`src/inc/adc_ctrl_consts.svh`:
```
// Register map, field positions, reset values and timing for the ADC block
`ifndef ADC_CTRL_CONSTS_SVH
`define ADC_CTRL_CONSTS_SVH

`define BYTE_W 8
`define CODE_W 12
`define NIBBLE_W 4
`define NUM_CH 8
`define CH_W 3
`define SHIFT_W 3
`define SAMPLE_CNT_W 4
`define ACC_W 16
`define TIMER_W 25

`define ADDR_CH_ENABLES 8'h30
`define ADDR_CONV_CTRL 8'h31
`define ADDR_VIN_HIGH 8'h32
`define ADDR_VIN_LOW 8'h33
`define ADDR_AUX_HIGH 8'h34
`define ADDR_AUX_LOW 8'h35

`define RST_CH_ENABLES 8'h00
`define RST_CONV_CTRL 8'h00
`define RST_RESULT 12'h000
`define UNMAPPED_READ 8'h00

`define CTRL_RATE_HI 7
`define CTRL_RATE_LO 6
`define CTRL_PTS_HI 5
`define CTRL_PTS_LO 4
`define CTRL_SPARE_BIT 3
`define CTRL_AVG_ON_BIT 2
`define CTRL_CONT_BIT 1
`define CTRL_ONESHOT_BIT 0

`define VIN_CH_IDX 3'h0
`define AUX_CH_IDX 3'h1
`define LAST_CH_IDX 3'h7

`define VIN_FULL_SCALE_MV 25000
`define AUX_FULL_SCALE_MV 1250

`define CLK_HZ 20000000
`define RATE0_HZ 1000
`define RATE1_HZ 100
`define RATE2_HZ 10
`define RATE3_HZ 1

`endif

```
`src/inc/adc_ctrl_pkg.sv`:
```
// Types shared by the ADC control block and its helpers
`include "adc_ctrl_consts.svh"

package adc_ctrl_pkg;

   typedef logic [`TIMER_W-1:0] ticks_type;
   typedef logic [`CODE_W-1:0] code_type;

   typedef enum logic [6:0] {
      S_IDLE = 7'h01,
      S_PICK = 7'h02,
      S_START = 7'h04,
      S_WAIT = 7'h08,
      S_STORE = 7'h10,
      S_END = 7'h20,
      S_REST = 7'h40
   } seq_state_type;

   typedef struct packed {
      ticks_type count;
      logic tick;
   } timer_state_type;

   typedef struct packed {
      logic [`ACC_W-1:0] sum;
   } avg_state_type;

   typedef struct packed {
      seq_state_type state;
      logic [`NUM_CH-1:0] ch_en;
      logic [1:0] rate;
      logic [1:0] avg_pts;
      logic spare;
      logic avg_on;
      logic cont;
      logic single;
      logic rearm;
      logic sweep_single;
      logic tick_seen;
      logic [`CH_W-1:0] ch_idx;
      logic [`SAMPLE_CNT_W-1:0] n;
      logic [`SHIFT_W-1:0] shift;
      code_type vin_code;
      code_type aux_code;
      logic [`BYTE_W-1:0] rd_data;
      logic rd_valid;
      logic conv_start;
      logic [`CH_W-1:0] conv_ch;
      logic res_valid;
      logic [`CH_W-1:0] res_ch;
      code_type res_code;
      logic busy;
   } ctrl_state_type;

   // Averaging off means one sample, otherwise 2 to the (code+1)
   function automatic logic [`SHIFT_W-1:0] avg_shift(
      input logic on,
      input logic [1:0] pts
   );
      avg_shift = on ? (`SHIFT_W'(pts) + `SHIFT_W'(1)) : '0;
   endfunction

endpackage

```
`src/hw/adc_averager.sv`:
```
// Accumulator that averages a power-of-two number of samples
`timescale 1ns/1ps
`include "adc_ctrl_consts.svh"

module adc_averager (
   // Clock and reset
   input wire logic clk_sys,
   input wire logic arst_n,
   // Sample stream
   input wire logic clear,
   input wire logic add,
   input wire logic [`CODE_W-1:0] sample,
   // Result
   input wire logic [`SHIFT_W-1:0] shift,
   output logic [`CODE_W-1:0] mean
);
   import adc_ctrl_pkg::*;

   avg_state_type st_r;
   avg_state_type st_nxt;

   always_comb begin
      st_nxt = st_r;
      if (clear) begin
         st_nxt.sum = '0;
      end else if (add) begin
         st_nxt.sum = st_r.sum + `ACC_W'(sample);
      end
   end

   always_ff @(posedge clk_sys or negedge arst_n) begin
      if (!arst_n) begin
         st_r <= '0;
      end else begin
         st_r <= st_nxt;
      end
   end

   // Truncating divide by the point count
   assign mean = `CODE_W'(st_r.sum >> shift);

endmodule

```
`src/hw/adc_measure_control_readback.sv`:
```
// Measurement sequencer and register file for the monitoring converter
`timescale 1ns/1ps
`include "adc_ctrl_consts.svh"

module adc_measure_control_readback #(
   parameter adc_ctrl_pkg::ticks_type TICKS_R0 =
      adc_ctrl_pkg::ticks_type'(`CLK_HZ / `RATE0_HZ),
   parameter adc_ctrl_pkg::ticks_type TICKS_R1 =
      adc_ctrl_pkg::ticks_type'(`CLK_HZ / `RATE1_HZ),
   parameter adc_ctrl_pkg::ticks_type TICKS_R2 =
      adc_ctrl_pkg::ticks_type'(`CLK_HZ / `RATE2_HZ),
   parameter adc_ctrl_pkg::ticks_type TICKS_R3 =
      adc_ctrl_pkg::ticks_type'(`CLK_HZ / `RATE3_HZ)
) (
   // Clock and reset
   input wire logic clk_sys,
   input wire logic arst_n,
   // Register port from the serial engine
   input wire logic reg_wr,
   input wire logic reg_rd,
   input wire logic [`BYTE_W-1:0] reg_addr,
   input wire logic [`BYTE_W-1:0] reg_wdata,
   output logic [`BYTE_W-1:0] reg_rdata,
   output logic reg_rdata_valid,
   // Converter core
   output logic conv_start,
   output logic [`CH_W-1:0] conv_channel,
   input wire logic conv_done,
   input wire logic [`CODE_W-1:0] conv_code,
   // Finished channel results
   output logic result_valid,
   output logic [`CH_W-1:0] result_channel,
   output logic [`CODE_W-1:0] result_code,
   // Sequencer status
   output logic busy
);
   import adc_ctrl_pkg::*;

   ctrl_state_type st_r;
   ctrl_state_type st_nxt;

   logic tick;
   logic timer_restart;
   logic avg_clear;
   logic avg_add;
   logic [`CODE_W-1:0] avg_mean;

   // Rate tick, restarted at each sweep
   adc_rate_timer #(
      .TICKS_R0(TICKS_R0),
      .TICKS_R1(TICKS_R1),
      .TICKS_R2(TICKS_R2),
      .TICKS_R3(TICKS_R3)
   ) u_timer (
      .clk_sys(clk_sys),
      .arst_n(arst_n),
      .rate_sel(st_r.rate),
      .restart(timer_restart),
      .tick(tick)
   );

   // Point accumulator for one channel
   adc_averager u_avg (
      .clk_sys(clk_sys),
      .arst_n(arst_n),
      .clear(avg_clear),
      .add(avg_add),
      .sample(conv_code),
      .shift(st_r.shift),
      .mean(avg_mean)
   );

   // Index of the last sample for a given point count
   function automatic logic [`SAMPLE_CNT_W-1:0] last_sample(
      input logic [`SHIFT_W-1:0] shift
   );
      logic [`SAMPLE_CNT_W:0] cnt;
      cnt = (`SAMPLE_CNT_W+1)'(1) << shift;
      last_sample = `SAMPLE_CNT_W'(cnt - (`SAMPLE_CNT_W+1)'(1));
   endfunction

   // Fresh sweep from the first channel
   function automatic ctrl_state_type begin_sweep(
      input ctrl_state_type s
   );
      ctrl_state_type r;
      r = s;
      r.sweep_single = s.single;
      r.rearm = 1'b0;
      r.tick_seen = 1'b0;
      r.ch_idx = '0;
      r.state = S_PICK;
      begin_sweep = r;
   endfunction

   // Step past the current channel, ending after the last
   function automatic ctrl_state_type advance(
      input ctrl_state_type s
   );
      ctrl_state_type r;
      r = s;
      if (s.ch_idx == `LAST_CH_IDX) begin
         r.state = S_END;
      end else begin
         r.ch_idx = s.ch_idx + `CH_W'(1);
         r.state = S_PICK;
      end
      advance = r;
   endfunction

   // Upper result nibble, reserved bits at zero
   function automatic logic [`BYTE_W-1:0] high_byte(input code_type c);
      high_byte = `BYTE_W'(c[`CODE_W-1:`BYTE_W]);
   endfunction

   // Lower result byte
   function automatic logic [`BYTE_W-1:0] low_byte(input code_type c);
      low_byte = c[`BYTE_W-1:0];
   endfunction

   // Control fields come out of reset from this byte
   localparam logic [`BYTE_W-1:0] CTRL_RST = `RST_CONV_CTRL;

   // Register read mux
   function automatic logic [`BYTE_W-1:0] read_byte(
      input ctrl_state_type s,
      input logic [`BYTE_W-1:0] addr
   );
      logic [`BYTE_W-1:0] d;
      d = `UNMAPPED_READ;
      unique case (addr)
         `ADDR_CH_ENABLES: begin
            d = s.ch_en;
         end
         `ADDR_CONV_CTRL: begin
            d = {s.rate, s.avg_pts, s.spare, s.avg_on, s.cont, s.single};
         end
         `ADDR_VIN_HIGH: begin
            d = high_byte(s.vin_code);
         end
         `ADDR_VIN_LOW: begin
            d = low_byte(s.vin_code);
         end
         `ADDR_AUX_HIGH: begin
            d = high_byte(s.aux_code);
         end
         `ADDR_AUX_LOW: begin
            d = low_byte(s.aux_code);
         end
         default: begin
            d = `UNMAPPED_READ;
         end
      endcase
      read_byte = d;
   endfunction

   always_comb begin
      st_nxt = st_r;
      st_nxt.conv_start = 1'b0;
      st_nxt.res_valid = 1'b0;
      st_nxt.rd_valid = 1'b0;
      timer_restart = 1'b0;
      avg_clear = 1'b0;
      avg_add = 1'b0;
      if (tick) begin
         st_nxt.tick_seen = 1'b1;
      end

      unique case (st_r.state)
         S_IDLE: begin
            if (st_r.single || st_r.cont) begin
               st_nxt = begin_sweep(st_nxt);
               timer_restart = 1'b1;
            end
         end
         S_PICK: begin
            if (st_r.ch_en[st_r.ch_idx]) begin
               st_nxt.shift = avg_shift(st_r.avg_on, st_r.avg_pts);
               st_nxt.n = '0;
               avg_clear = 1'b1;
               st_nxt.state = S_START;
            end else begin
               st_nxt = advance(st_nxt);
            end
         end
         S_START: begin
            st_nxt.conv_start = 1'b1;
            st_nxt.conv_ch = st_r.ch_idx;
            st_nxt.state = S_WAIT;
         end
         S_WAIT: begin
            if (conv_done) begin
               avg_add = 1'b1;
               st_nxt.n = st_r.n + `SAMPLE_CNT_W'(1);
               if (st_r.n == last_sample(st_r.shift)) begin
                  st_nxt.state = S_STORE;
               end else begin
                  st_nxt.state = S_START;
               end
            end
         end
         S_STORE: begin
            if (st_r.ch_idx == `VIN_CH_IDX) begin
               st_nxt.vin_code = avg_mean;
            end
            if (st_r.ch_idx == `AUX_CH_IDX) begin
               st_nxt.aux_code = avg_mean;
            end
            st_nxt.res_valid = 1'b1;
            st_nxt.res_ch = st_r.ch_idx;
            st_nxt.res_code = avg_mean;
            st_nxt = advance(st_nxt);
         end
         S_END: begin
            if (st_r.sweep_single) begin
               st_nxt.single = st_r.rearm;
            end
            st_nxt.state = S_REST;
         end
         S_REST: begin
            if (st_r.single) begin
               st_nxt = begin_sweep(st_nxt);
               timer_restart = 1'b1;
            end else if (!st_r.cont) begin
               st_nxt.state = S_IDLE;
            end else if (st_r.tick_seen || tick) begin
               st_nxt = begin_sweep(st_nxt);
               timer_restart = 1'b1;
            end
         end
         default: begin
            st_nxt.state = S_IDLE;
         end
      endcase

      // Host writes; result registers ignore them
      if (reg_wr) begin
         if (reg_addr == `ADDR_CH_ENABLES) begin
            st_nxt.ch_en = reg_wdata;
         end
         if (reg_addr == `ADDR_CONV_CTRL) begin
            st_nxt.rate = reg_wdata[`CTRL_RATE_HI:`CTRL_RATE_LO];
            st_nxt.avg_pts = reg_wdata[`CTRL_PTS_HI:`CTRL_PTS_LO];
            st_nxt.avg_on = reg_wdata[`CTRL_AVG_ON_BIT];
            st_nxt.spare = reg_wdata[`CTRL_SPARE_BIT];
            st_nxt.cont = reg_wdata[`CTRL_CONT_BIT];
            if (reg_wdata[`CTRL_ONESHOT_BIT]) begin
               st_nxt.single = 1'b1;
               st_nxt.rearm = 1'b1;
            end
         end
      end

      if (reg_rd) begin
         st_nxt.rd_data = read_byte(st_r, reg_addr);
         st_nxt.rd_valid = 1'b1;
      end

      st_nxt.busy = (st_nxt.state != S_IDLE) && (st_nxt.state != S_REST);
   end

   always_ff @(posedge clk_sys or negedge arst_n) begin
      if (!arst_n) begin
         st_r <= '0;
         st_r.state <= S_IDLE;
         st_r.ch_en <= `RST_CH_ENABLES;
         st_r.rate <= CTRL_RST[`CTRL_RATE_HI:`CTRL_RATE_LO];
         st_r.avg_pts <= CTRL_RST[`CTRL_PTS_HI:`CTRL_PTS_LO];
         st_r.spare <= CTRL_RST[`CTRL_SPARE_BIT];
         st_r.avg_on <= CTRL_RST[`CTRL_AVG_ON_BIT];
         st_r.cont <= CTRL_RST[`CTRL_CONT_BIT];
         st_r.single <= CTRL_RST[`CTRL_ONESHOT_BIT];
         st_r.vin_code <= `RST_RESULT;
         st_r.aux_code <= `RST_RESULT;
      end else begin
         st_r <= st_nxt;
      end
   end

   // Outputs straight from the state register
   assign reg_rdata = st_r.rd_data;
   assign reg_rdata_valid = st_r.rd_valid;
   assign conv_start = st_r.conv_start;
   assign conv_channel = st_r.conv_ch;
   assign result_valid = st_r.res_valid;
   assign result_channel = st_r.res_ch;
   assign result_code = st_r.res_code;
   assign busy = st_r.busy;

endmodule

```
`src/hw/adc_rate_timer.sv`:
```
// Sample-rate tick generator for the conversion sequencer
`timescale 1ns/1ps
`include "adc_ctrl_consts.svh"

module adc_rate_timer #(
   parameter adc_ctrl_pkg::ticks_type TICKS_R0 = 1,
   parameter adc_ctrl_pkg::ticks_type TICKS_R1 = 1,
   parameter adc_ctrl_pkg::ticks_type TICKS_R2 = 1,
   parameter adc_ctrl_pkg::ticks_type TICKS_R3 = 1
) (
   // Clock and reset
   input wire logic clk_sys,
   input wire logic arst_n,
   // Control
   input wire logic [1:0] rate_sel,
   input wire logic restart,
   // Period elapsed
   output logic tick
);
   import adc_ctrl_pkg::*;

   timer_state_type st_r;
   timer_state_type st_nxt;

   function automatic ticks_type period_of(input logic [1:0] sel);
      ticks_type p;
      p = TICKS_R0;
      unique case (sel)
         2'h0: p = TICKS_R0;
         2'h1: p = TICKS_R1;
         2'h2: p = TICKS_R2;
         2'h3: p = TICKS_R3;
      endcase
      period_of = p - ticks_type'(1);
   endfunction

   always_comb begin
      st_nxt = st_r;
      st_nxt.tick = 1'b0;
      if (restart) begin
         // Tick is acted on an edge later, so reload one short
         st_nxt.count = period_of(rate_sel);
         if (st_nxt.count != '0) begin
            st_nxt.count = st_nxt.count - ticks_type'(1);
         end
      end else if (st_r.count == '0) begin
         st_nxt.count = period_of(rate_sel);
         st_nxt.tick = 1'b1;
      end else begin
         st_nxt.count = st_r.count - ticks_type'(1);
      end
   end

   always_ff @(posedge clk_sys or negedge arst_n) begin
      if (!arst_n) begin
         st_r <= '0;
      end else begin
         st_r <= st_nxt;
      end
   end

   assign tick = st_r.tick;

endmodule

```
`config.mk`:
```
export PLATFORM = sky130hd
export DESIGN_NAME = adc_measure_control_readback
export DESIGN_NICKNAME = d
export VERILOG_FILES = /design/src/inc/adc_ctrl_pkg.sv /design/src/hw/adc_averager.sv /design/src/hw/adc_measure_control_readback.sv /design/src/hw/adc_rate_timer.sv
export VERILOG_INCLUDE_DIRS = /design/src /design/src/inc
export SDC_FILE = /design/constraint.sdc
export NUM_CORES = 1
export LEC_CHECK = 0
export BUFFER_PORTS_ARGS = -buffer_cell sky130_fd_sc_hd__buf_4
export CORE_MARGIN = 4
export CORE_UTILIZATION = 39
export CTS_BUF_LIST = sky130_fd_sc_hd__clkbuf_8
export DETAILED_ROUTE_END_ITERATION = 7
export PLACE_DENSITY = 0.58
export RECOVER_POWER = 25
export SYNTH_ARGS = -nofsm -noshare
export SYNTH_HDL_FRONTEND = slang
export SYNTH_SLANG_ARGS = --single-unit
export TNS_END_PERCENT = 50
```
`constraint.sdc`:
```
create_clock -name clk_sys -period 2.9 [get_ports clk_sys]
set_clock_uncertainty 0.1 [all_clocks]
set_input_delay 0 -clock clk_sys [delete_from_list [all_inputs] [get_ports clk_sys]]
set_output_delay 0 -clock clk_sys [all_outputs]
set_load 0.01 [all_outputs]
```
==> out/metrics.csv, run 1 <==
stage;metric;value;unit
status;status;finished, final reports clean;
layout;n_diodes;0;
timing;Hold Vio Cnt, Final;0;
hold_path;hold path endpoint;reg_rdata[7];
clock_tree;worst skew pair latency;450;ps
yosys;cell area after synthesis;7337;um2
clock_tree;Post-CTS Hold Fix Bufs;27;
place;DP Cell Count;943;
yosys;synth top area cells;dfrtp_1, mux2_2, ha_1, mux2i_1, o21ai_0;
detailed_routing;detailed-route via count;5362;
yosys;Yosys cell types;63;
detailed_routing;final WL;16580;um
place;hpwl dp;12130;um
yosys;Seq/Total Area, Yosys;45.04;%
layout;Area growth syn-to-layout;14.89;%
timing;PnR worst setup slack;372.1;ps
detailed_routing;Residual DRC;0;
clock_tree;Post-CTS Resized;0;
clock_tree;root buf cell;clkbuf_8;
timing;fin crit share;87.17;%
place;GPL Wtd Cong;0.8594;
place;dpl ws;450.2;ps
global_route;largest net degree at the start of global routing;76;
worst_setup_path;WP data required;3190;ps
timing;Post-Route Setup TNS;0;ps
floorplan;initial core utilization;40.29;%
worst_setup_path;Arrival @ worst endpoint;2820;ps
hold_path;Worst Hold Class;input port to flip-flop;
clock_tree;htree depth;4;
layout;Final nets;820;
power;P per Cell Area;589.7;nW/um2
timing;Final Setup Violations;0;
floorplan;Rows;49;
worst_setup_path;cells on worst reg2reg path;7;
yosys;number of synthesized flops with an enable pin;0;
timing;Slew headroom;2.079;%
timing;Slew @ Worst Pin;1469;ps
run;max-cap viol count;0;
yosys;count leader, synth;dfrtp_1;
layout;final core occ;46.29;%
hold_path;Hold Path Stages;6;
yosys;Seq cells post-synth;132;
yosys;most area-hungry cell type in the Yosys netlist;dfrtp_1;
yosys;Synth top cells by count;dfrtp_1, nand2_1, nor2_1, mux2_2, o21ai_0;
yosys;post-synth top area share;44.68;%
worst_setup_path;crit start category;input port;
worst_setup_path;FF-to-FF setup slack;410;ps
worst_setup_path;critical path class;input port to flip-flop;
detailed_routing;router iterations before antenna repair;6;
clock_tree;TritonCTS Buffers;17;
global_route;Congestion Overflow GR;0;
yosys;syn avg cell area;10.51;um2
global_route;initial antenna violation count;0;
yosys;top_reg_cell synth;dfrtp_1;
floorplan;die footprint;21070;um2
hold_path;Hold Startpoint;reg_addr[2];
floorplan;core region area;18210;um2
timing;Max Freq;395.6;MHz
clock_tree;TritonCTS clock tree;built;
global_route;Total GRT Usage;16.17;%
place;PortBufs;62;
worst_setup_path;r2r startpoint;u_timer.st_r[14];
floorplan;die width;145.2;um
power;P_leak;0.003800;uW
timing;RSZ-0062 raised after global routing;no;
clock_tree;Clock Path Buffers;2;
yosys;Synth Instances;698;
timing;fin. max-slew vios;0;
detailed_routing;1st-iter DRT viols;382;
layout;layout cells sized above 1;20.31;%
worst_setup_path;Crit. End Element;flip-flop;
yosys;Synth Warn #;0;
layout;final non-filler cell total;1002;
yosys;FFs w/ async S/R, synth;100.0;%
worst_setup_path;Crit Path Max Fanout;8;
clock_tree;Setup Buffers After CTS;0;
clock_tree;CTS sink cnt;132;
layout;fill cell count;1690;
detailed_routing;antenna viol nets, final;0;
global_route;first-pass GRT wire length;28180;um
detailed_routing;WL/cell;16.55;um
floorplan;Die Height;145.2;um
floorplan;I/O pins;63;
yosys;syn nets;758;
worst_setup_path;worst reg2reg path endpoint;u_timer.st_r[17];
clock_tree;Clock transition at path regs;80;ps
power;Max IR drop VDD;272.7;uV
detailed_routing;Via density;5.351;
global_route;number of global-route vias before repair;5403;
timing;crit path time final;2528;ps
==> flip-flops by register name, summed over array words and instances, names as in the netlist <==
| name | count |
|---|---|
| busy | 1 |
| result_valid | 1 |
| result_channel | 3 |
| u_avg.st_r | 16 |
| conv_start | 1 |
| u_timer.tick | 1 |
| result_code | 12 |
| st_r | 60 |
| reg_rdata | 8 |
| reg_rdata_valid | 1 |
| u_timer.st_r | 25 |
| conv_channel | 3 |
==> worst max-delay path, stage by stage <==
cell and delay, ps:
dlygate4sd3_1 530, buf_4 130, nor4_1 510, dlygate4sd3_1 640, nand3_1 230, o22ai_1 210
dlygate4sd3_1 570
==> power breakdown <==
group          switching [uW]  internal [uW]
clock                     804            695
sequential                275           2070
combinational             615            509
total                    1690           3280
==> layout by cell type, fill, tap and decap left out, types with 17 or more instances in the layout <==
master,n
dfrtp_1,131
buf_4,55
nor2_1,54
nand2_1,54
mux2_2,48
o21ai_0,42
a21oi_1,28
dlygate4sd3_1,27
mux2i_1,26
ha_1,26
inv_1,25
xnor2_1,24
nand3_1,20
clkbuf_8,17
==> kinds of logic after synthesis <==
kind of cell    after synthesis  synth area share (%)
compound gates              135                 11.85
xor+xnor                     35                 4.178
fa+ha+maj                    27                 4.707
buf+inv                      82                 5.951
flops                       132                 45.04
mux                          85                 14.39
simple gates                202                 13.88
==> how the worst max path moves through the flow <==
stage / start / to / slack (ps)
finish: reg_addr[6] / reg_rdata[5] / 370
floorplan: st_r[54] / st_r[85] / 400
detailed placement: u_timer.st_r[14] / u_timer.st_r[17] / 450
global route: st_r[54] / st_r[85] / 220
global placement: u_timer.st_r[14] / u_timer.st_r[17] / 450
CTS: u_timer.st_r[14] / u_timer.st_r[17] / 420
==> area by class of cell <==
type / count / area, um2 / area share [%]
tap: 229 / 286.5 / 3.399
multi-input combinational: 484 / 3596 / 42.66
inverter: 25 / 93.84 / 1.113
clock inverter: 15 / 146.4 / 1.737
timing repair buffer: 100 / 768.2 / 9.114
clock buffer: 17 / 234.0 / 2.776
sequential: 132 / 3304 / 39.20
==> routing by layer <==
metal	routed length (um)	part of all wire, %	GRT usage [%]	up-vias
met5	0	0	0	-
li1	-	-	-	2613
met4	246	1.5	5.556	0
met3	661	4.0	3.524	22
met2	7891	48	26.03	113
met1	7779	47	21.77	2614
==> metrics by stage <==
step | hold slack, ps | power (uW) | instance area [um2]
finish | 72.14 | 4971 | 8429
global route | 99.84 | 5293 | 8429
CTS | 43.27 | 5031 | 8492
detailed placement | 6.098 | 3491 | 7841
global placement | -2.238 | 3445 | 7841
floorplan | -395.6 | 3151 | 7337
No activity file was read; power rests on OpenSTA's default activity.
==> run 2: changes to the inputs <==
--- a/config.mk
+++ b/config.mk
@@ -11,9 +11,10 @@
 export CORE_UTILIZATION = 39
 export CTS_BUF_LIST = sky130_fd_sc_hd__clkbuf_8
 export DETAILED_ROUTE_END_ITERATION = 7
-export PLACE_DENSITY = 0.58
+export PLACE_DENSITY = 0.6
 export RECOVER_POWER = 25
 export SYNTH_ARGS = -nofsm -noshare
 export SYNTH_HDL_FRONTEND = slang
+export SYNTH_HIERARCHICAL = 1
 export SYNTH_SLANG_ARGS = --single-unit
 export TNS_END_PERCENT = 50
==> constraint.sdc (replaced) <==
create_clock -name clk_sys -period 2.2 [get_ports clk_sys]
set_clock_uncertainty 0.1 [all_clocks]
set_input_delay 0 -clock clk_sys [delete_from_list [all_inputs] [get_ports clk_sys]]
set_output_delay 0 -clock clk_sys [all_outputs]
set_load 0.01 [all_outputs]
==> out/metrics.csv, run 2 <==
stage;metric;value;unit;change
yosys;Yosys cell types;80;;was 63
yosys;count leader, synth;dfrtp_1;;unchanged
worst_setup_path;critical path class;flip-flop to flip-flop;;was input port to flip-flop
floorplan;core region area;18830;um2;was 18210 um2
detailed_routing;antenna viol nets, final;0;;unchanged
timing;hold slack;4.354;ps;was 72.14 ps
worst_setup_path;r2r startpoint;u_avg/st_r[0];;was u_timer.st_r[14]
floorplan;die footprint;21540;um2;was 21070 um2
timing;crit path time final;2204;ps;
layout;Final nets;944;;was 820
detailed_routing;router iterations before antenna repair;7;;was 6
hold_path;Hold Startpoint;conv_code[4];;was reg_addr[2]
layout;most common cell after layout, fill and taps aside;dfrtp_1;;unchanged
yosys;synth top area cells;dfrtp_1, mux2_2, nand2_1, ha_1, mux2i_1;;was dfrtp_1, mux2_2, ha_1, mux2i_1, o21ai_0
place;hpwl dp;12670;um;was 12130 um
yosys;Synth Area in Simple Gates;16.41;%;was 13.88%
layout;Largest register FFs;60;;unchanged
yosys;top_reg_cell synth;dfrtp_1;;unchanged
floorplan;die width;146.8;um;was 145.2 um
clock_tree;TritonCTS Buffers;17;;unchanged
yosys;syn avg cell area;9.988;um2;was 10.51 um2
layout;n_diodes;0;;unchanged
yosys;largest family of logic cells by synthesized area;simple AND/OR/NAND/NOR gates;;was multiplexers
global_route;initial antenna violation count;0;;unchanged
yosys;Synth top cells by count;dfrtp_1, nand2_1, nor2_1, mux2_2, a21oi_1;;was dfrtp_1, nand2_1, nor2_1, mux2_2, o21ai_0
clock_tree;Clock transition at path regs;80;ps;about the same
global_route;first-pass GRT wire length;29480;um;was 28180 um
yosys;Synth Instances;752;;was 698
yosys;Seq/Total Area, Yosys;43.99;%;was 45.04%
detailed_routing;Residual DRC;0;;unchanged
timing;Slew @ Worst Pin;799.1;ps;was 1469 ps
worst_setup_path;cells on worst reg2reg path;9;;was 7
global_route;Congestion Overflow GR;0;;unchanged
power;power consumption;7896;uW;was 4971 uW
timing;fin crit share;100.2;%;
yosys;XOR/XNOR Fraction of Synth Area;3.382;%;was 4.178%
timing;fin. max-slew vios;0;;unchanged
yosys;FFs w/ async S/R, synth;100.0;%;unchanged
yosys;cell area after synthesis;7511;um2;was 7337 um2
floorplan;I/O pins;63;;unchanged
floorplan;initial core utilization;39.89;%;was 40.29%
power;P_leak;0.004281;uW;was 0.003800 uW
power;P per Cell Area;848.8;nW/um2;was 589.7 nW/um2
worst_setup_path;FF-to-FF setup slack;-4;ps;was 410 ps
hold_path;hold path endpoint;u_avg/st_r[4];;was reg_rdata[7]
global_route;Total GRT Usage;16.81;%;was 16.17%
detailed_routing;1st-iter DRT viols;236;;was 382
place;DP Cell Count;1090;;was 943
yosys;number of synthesized flops with an enable pin;0;;unchanged
timing;Max Freq;453.8;MHz;
status;status;finished, violations left;;was finished, final reports clean
worst_setup_path;Crit Path Max Fanout;2;;was 8
floorplan;Die Height;146.8;um;was 145.2 um
run;max-cap viol count;0;;unchanged
worst_setup_path;WP data required;2430;ps;was 3190 ps
timing;Hold Vio Cnt, Final;0;;unchanged
hold_path;Hold Path Stages;5;;was 6
yosys;Synth Warn #;6;;was 0
detailed_routing;final WL;17660;um;was 16580 um
yosys;synthesized-area fraction occupied by adder cells;4.431;%;was 4.707%
place;GPL Wtd Cong;0.8292;;was 0.8594
yosys;most area-hungry cell type in the Yosys netlist;dfrtp_1;;unchanged
detailed_routing;Via density;4.998;;was 5.351
timing;Final Setup Violations;1;;was 0
clock_tree;CTS sink cnt;132;;unchanged
clock_tree;worst skew pair latency;450;ps;about the same
layout;Reg with most FFs;st_r;;unchanged
yosys;syn nets;811;;was 758
timing;PnR worst setup slack;-3.770;ps;was 372.1 ps
timing;RSZ-0062 raised after global routing;yes;;was no
worst_setup_path;Arrival @ worst endpoint;2430;ps;was 2820 ps
global_route;largest net degree at the start of global routing;58;;was 76
worst_setup_path;crit start category;flip-flop;;was input port
floorplan;Rows;50;;was 49
layout;Largest regs;st_r: 60 flops, u_timer/st_r: 25 flops, u_avg/st_r: 16 flops;;was st_r: 60 flops, u_timer.st_r: 25 flops, u_avg.st_r: 16 flops
worst_setup_path;worst reg2reg path endpoint;u_avg/st_r[14];;was u_timer.st_r[17]
detailed_routing;WL/cell;15.26;um;was 16.55 um
yosys;Seq cells post-synth;132;;unchanged
power;Max IR drop VDD;414.9;uV;was 272.7 uV
layout;final non-filler cell total;1157;;was 1002
yosys;mux cell area share after synthesis;13.94;%;was 14.39%
clock_tree;Clock Path Buffers;2;;unchanged
clock_tree;htree depth;4;;unchanged
layout;Area growth syn-to-layout;23.85;%;was 14.89%
place;PortBufs;62;;unchanged
status;failing checks;negative setup slack;;
clock_tree;root buf cell;clkbuf_8;;unchanged
yosys;Synth Area in Compound Gates;11.63;%;was 11.85%
timing;Slew headroom;46.73;%;was 2.079%
clock_tree;TritonCTS clock tree;built;;unchanged
global_route;number of global-route vias before repair;5770;;was 5403
worst_setup_path;Crit. End Element;flip-flop;;unchanged
layout;layout cells sized above 1;28.21;%;was 20.31%
detailed_routing;detailed-route via count;5783;;was 5362
layout;fill cell count;1779;;was 1690
hold_path;Worst Hold Class;input port to flip-flop;;unchanged
yosys;post-synth top area share;43.64;%;was 44.68%
layout;most frequent cells in the layout;dfrtp_1, buf_4, nand2_1, nor2_1, mux2_2;;was dfrtp_1, buf_4, nor2_1, nand2_1, mux2_2
-- run 2: cell count changes after synthesis, sizes merged, moves of 6 or more --
cell	previous run	this run
a21o	16	6
inv	25	33
a22oi	1	8
o21ai	43	35
mux2	48	54
a21oi	28	39
xnor2	24	16
nand2	54	100
-- run 2: through the flow --
stage / worst slack [ps] / util (%) / area [um2] / setup TNS [ps]
floorplan: -48.91 / - / 7517 / -84.48
global placement: -24.20 / 45.36 / 8542 / -35.90
detailed placement: -68.04 / 45.36 / 8542 / -181.9
CTS: 8.562 / 49.19 / 9263 / 0
global route: -120.2 / 49.40 / 9303 / -385.0
finish: -3.770 / 49.40 / 9303 / -3.770
-- run 2: kinds of logic (layout without fill, tap and decap cells) --
| group | after synthesis | after routing |
|---|---|---|
| flip-flops | 132 | 132 |
| XOR/XNOR | 29 | 29 |
| buffers and inverters | 90 | 235 |
| AO/OA/AOI/OAI | 132 | 132 |
| adder cells (fa/ha/maj) | 26 | 26 |
| multiplexers | 90 | 90 |
| AND/OR/NAND/NOR | 253 | 253 |
-- run 2: report_power, final --
part,switching [uW],internal [uW],total [uW]
Combinational,1390,1360,2750
Clock,1050,1020,2060
Sequential,329,2760,3080
-- run 2: timing repair --
action,4_1_cts,5_1_grt
endpoints found under the setup margin,6,23
pin swaps,4,13
buffers inserted,6,5
resized for setup,3,24
hold buffers,26,0
hold endpoints to repair,168,0
-- run 2: routing by layer --
metal | wire length (um) | vias up | track usage [%]
met2 | 7977 | 72 | 26.02
met3 | 498 | 14 | 2.930
met4 | 201 | 0 | 4.939
li1 | - | 2894 | -
met1 | 8983 | 2803 | 24.26
met5 | 0 | - | 0
-- run 2: critical path, stage by stage, from the launching register on --
cell and delay, ps:
dfrtp_1 350, ha_2 190, inv_2 40, fa_2 380, nor2b_4 140, o211ai_2 110
a21boi_2 170, o31ai_2 80, a21oi_1 200, mux2_4 320
-- run 2: worst max-delay path by stage --
stage,start,endpoint,slack (ps)
floorplan,u_timer/st_r[12],u_timer/st_r[11],-50
detailed placement,u_avg/st_r[0],u_avg/st_r[14],-70
finish,u_avg/st_r[0],u_avg/st_r[14],-4
global placement,u_avg/st_r[0],u_avg/st_r[14],-20
CTS,u_avg/st_r[0],u_avg/st_r[14],9
global route,u_avg/st_r[0],u_avg/st_r[14],-120
-- run 2: final cells by class --
| class | instances | area [um2] | area share (%) |
|---|---|---|---|
| inverters | 35 | 132.6 | 1.426 |
| well taps | 260 | 325.3 | 3.497 |
| clock buffers | 17 | 234.0 | 2.515 |
| multi-input cells | 530 | 3852 | 41.41 |
| repair buffers | 169 | 1296 | 13.93 |
| clock inverters | 14 | 156.4 | 1.681 |
| flip-flops and latches | 132 | 3306 | 35.53 |
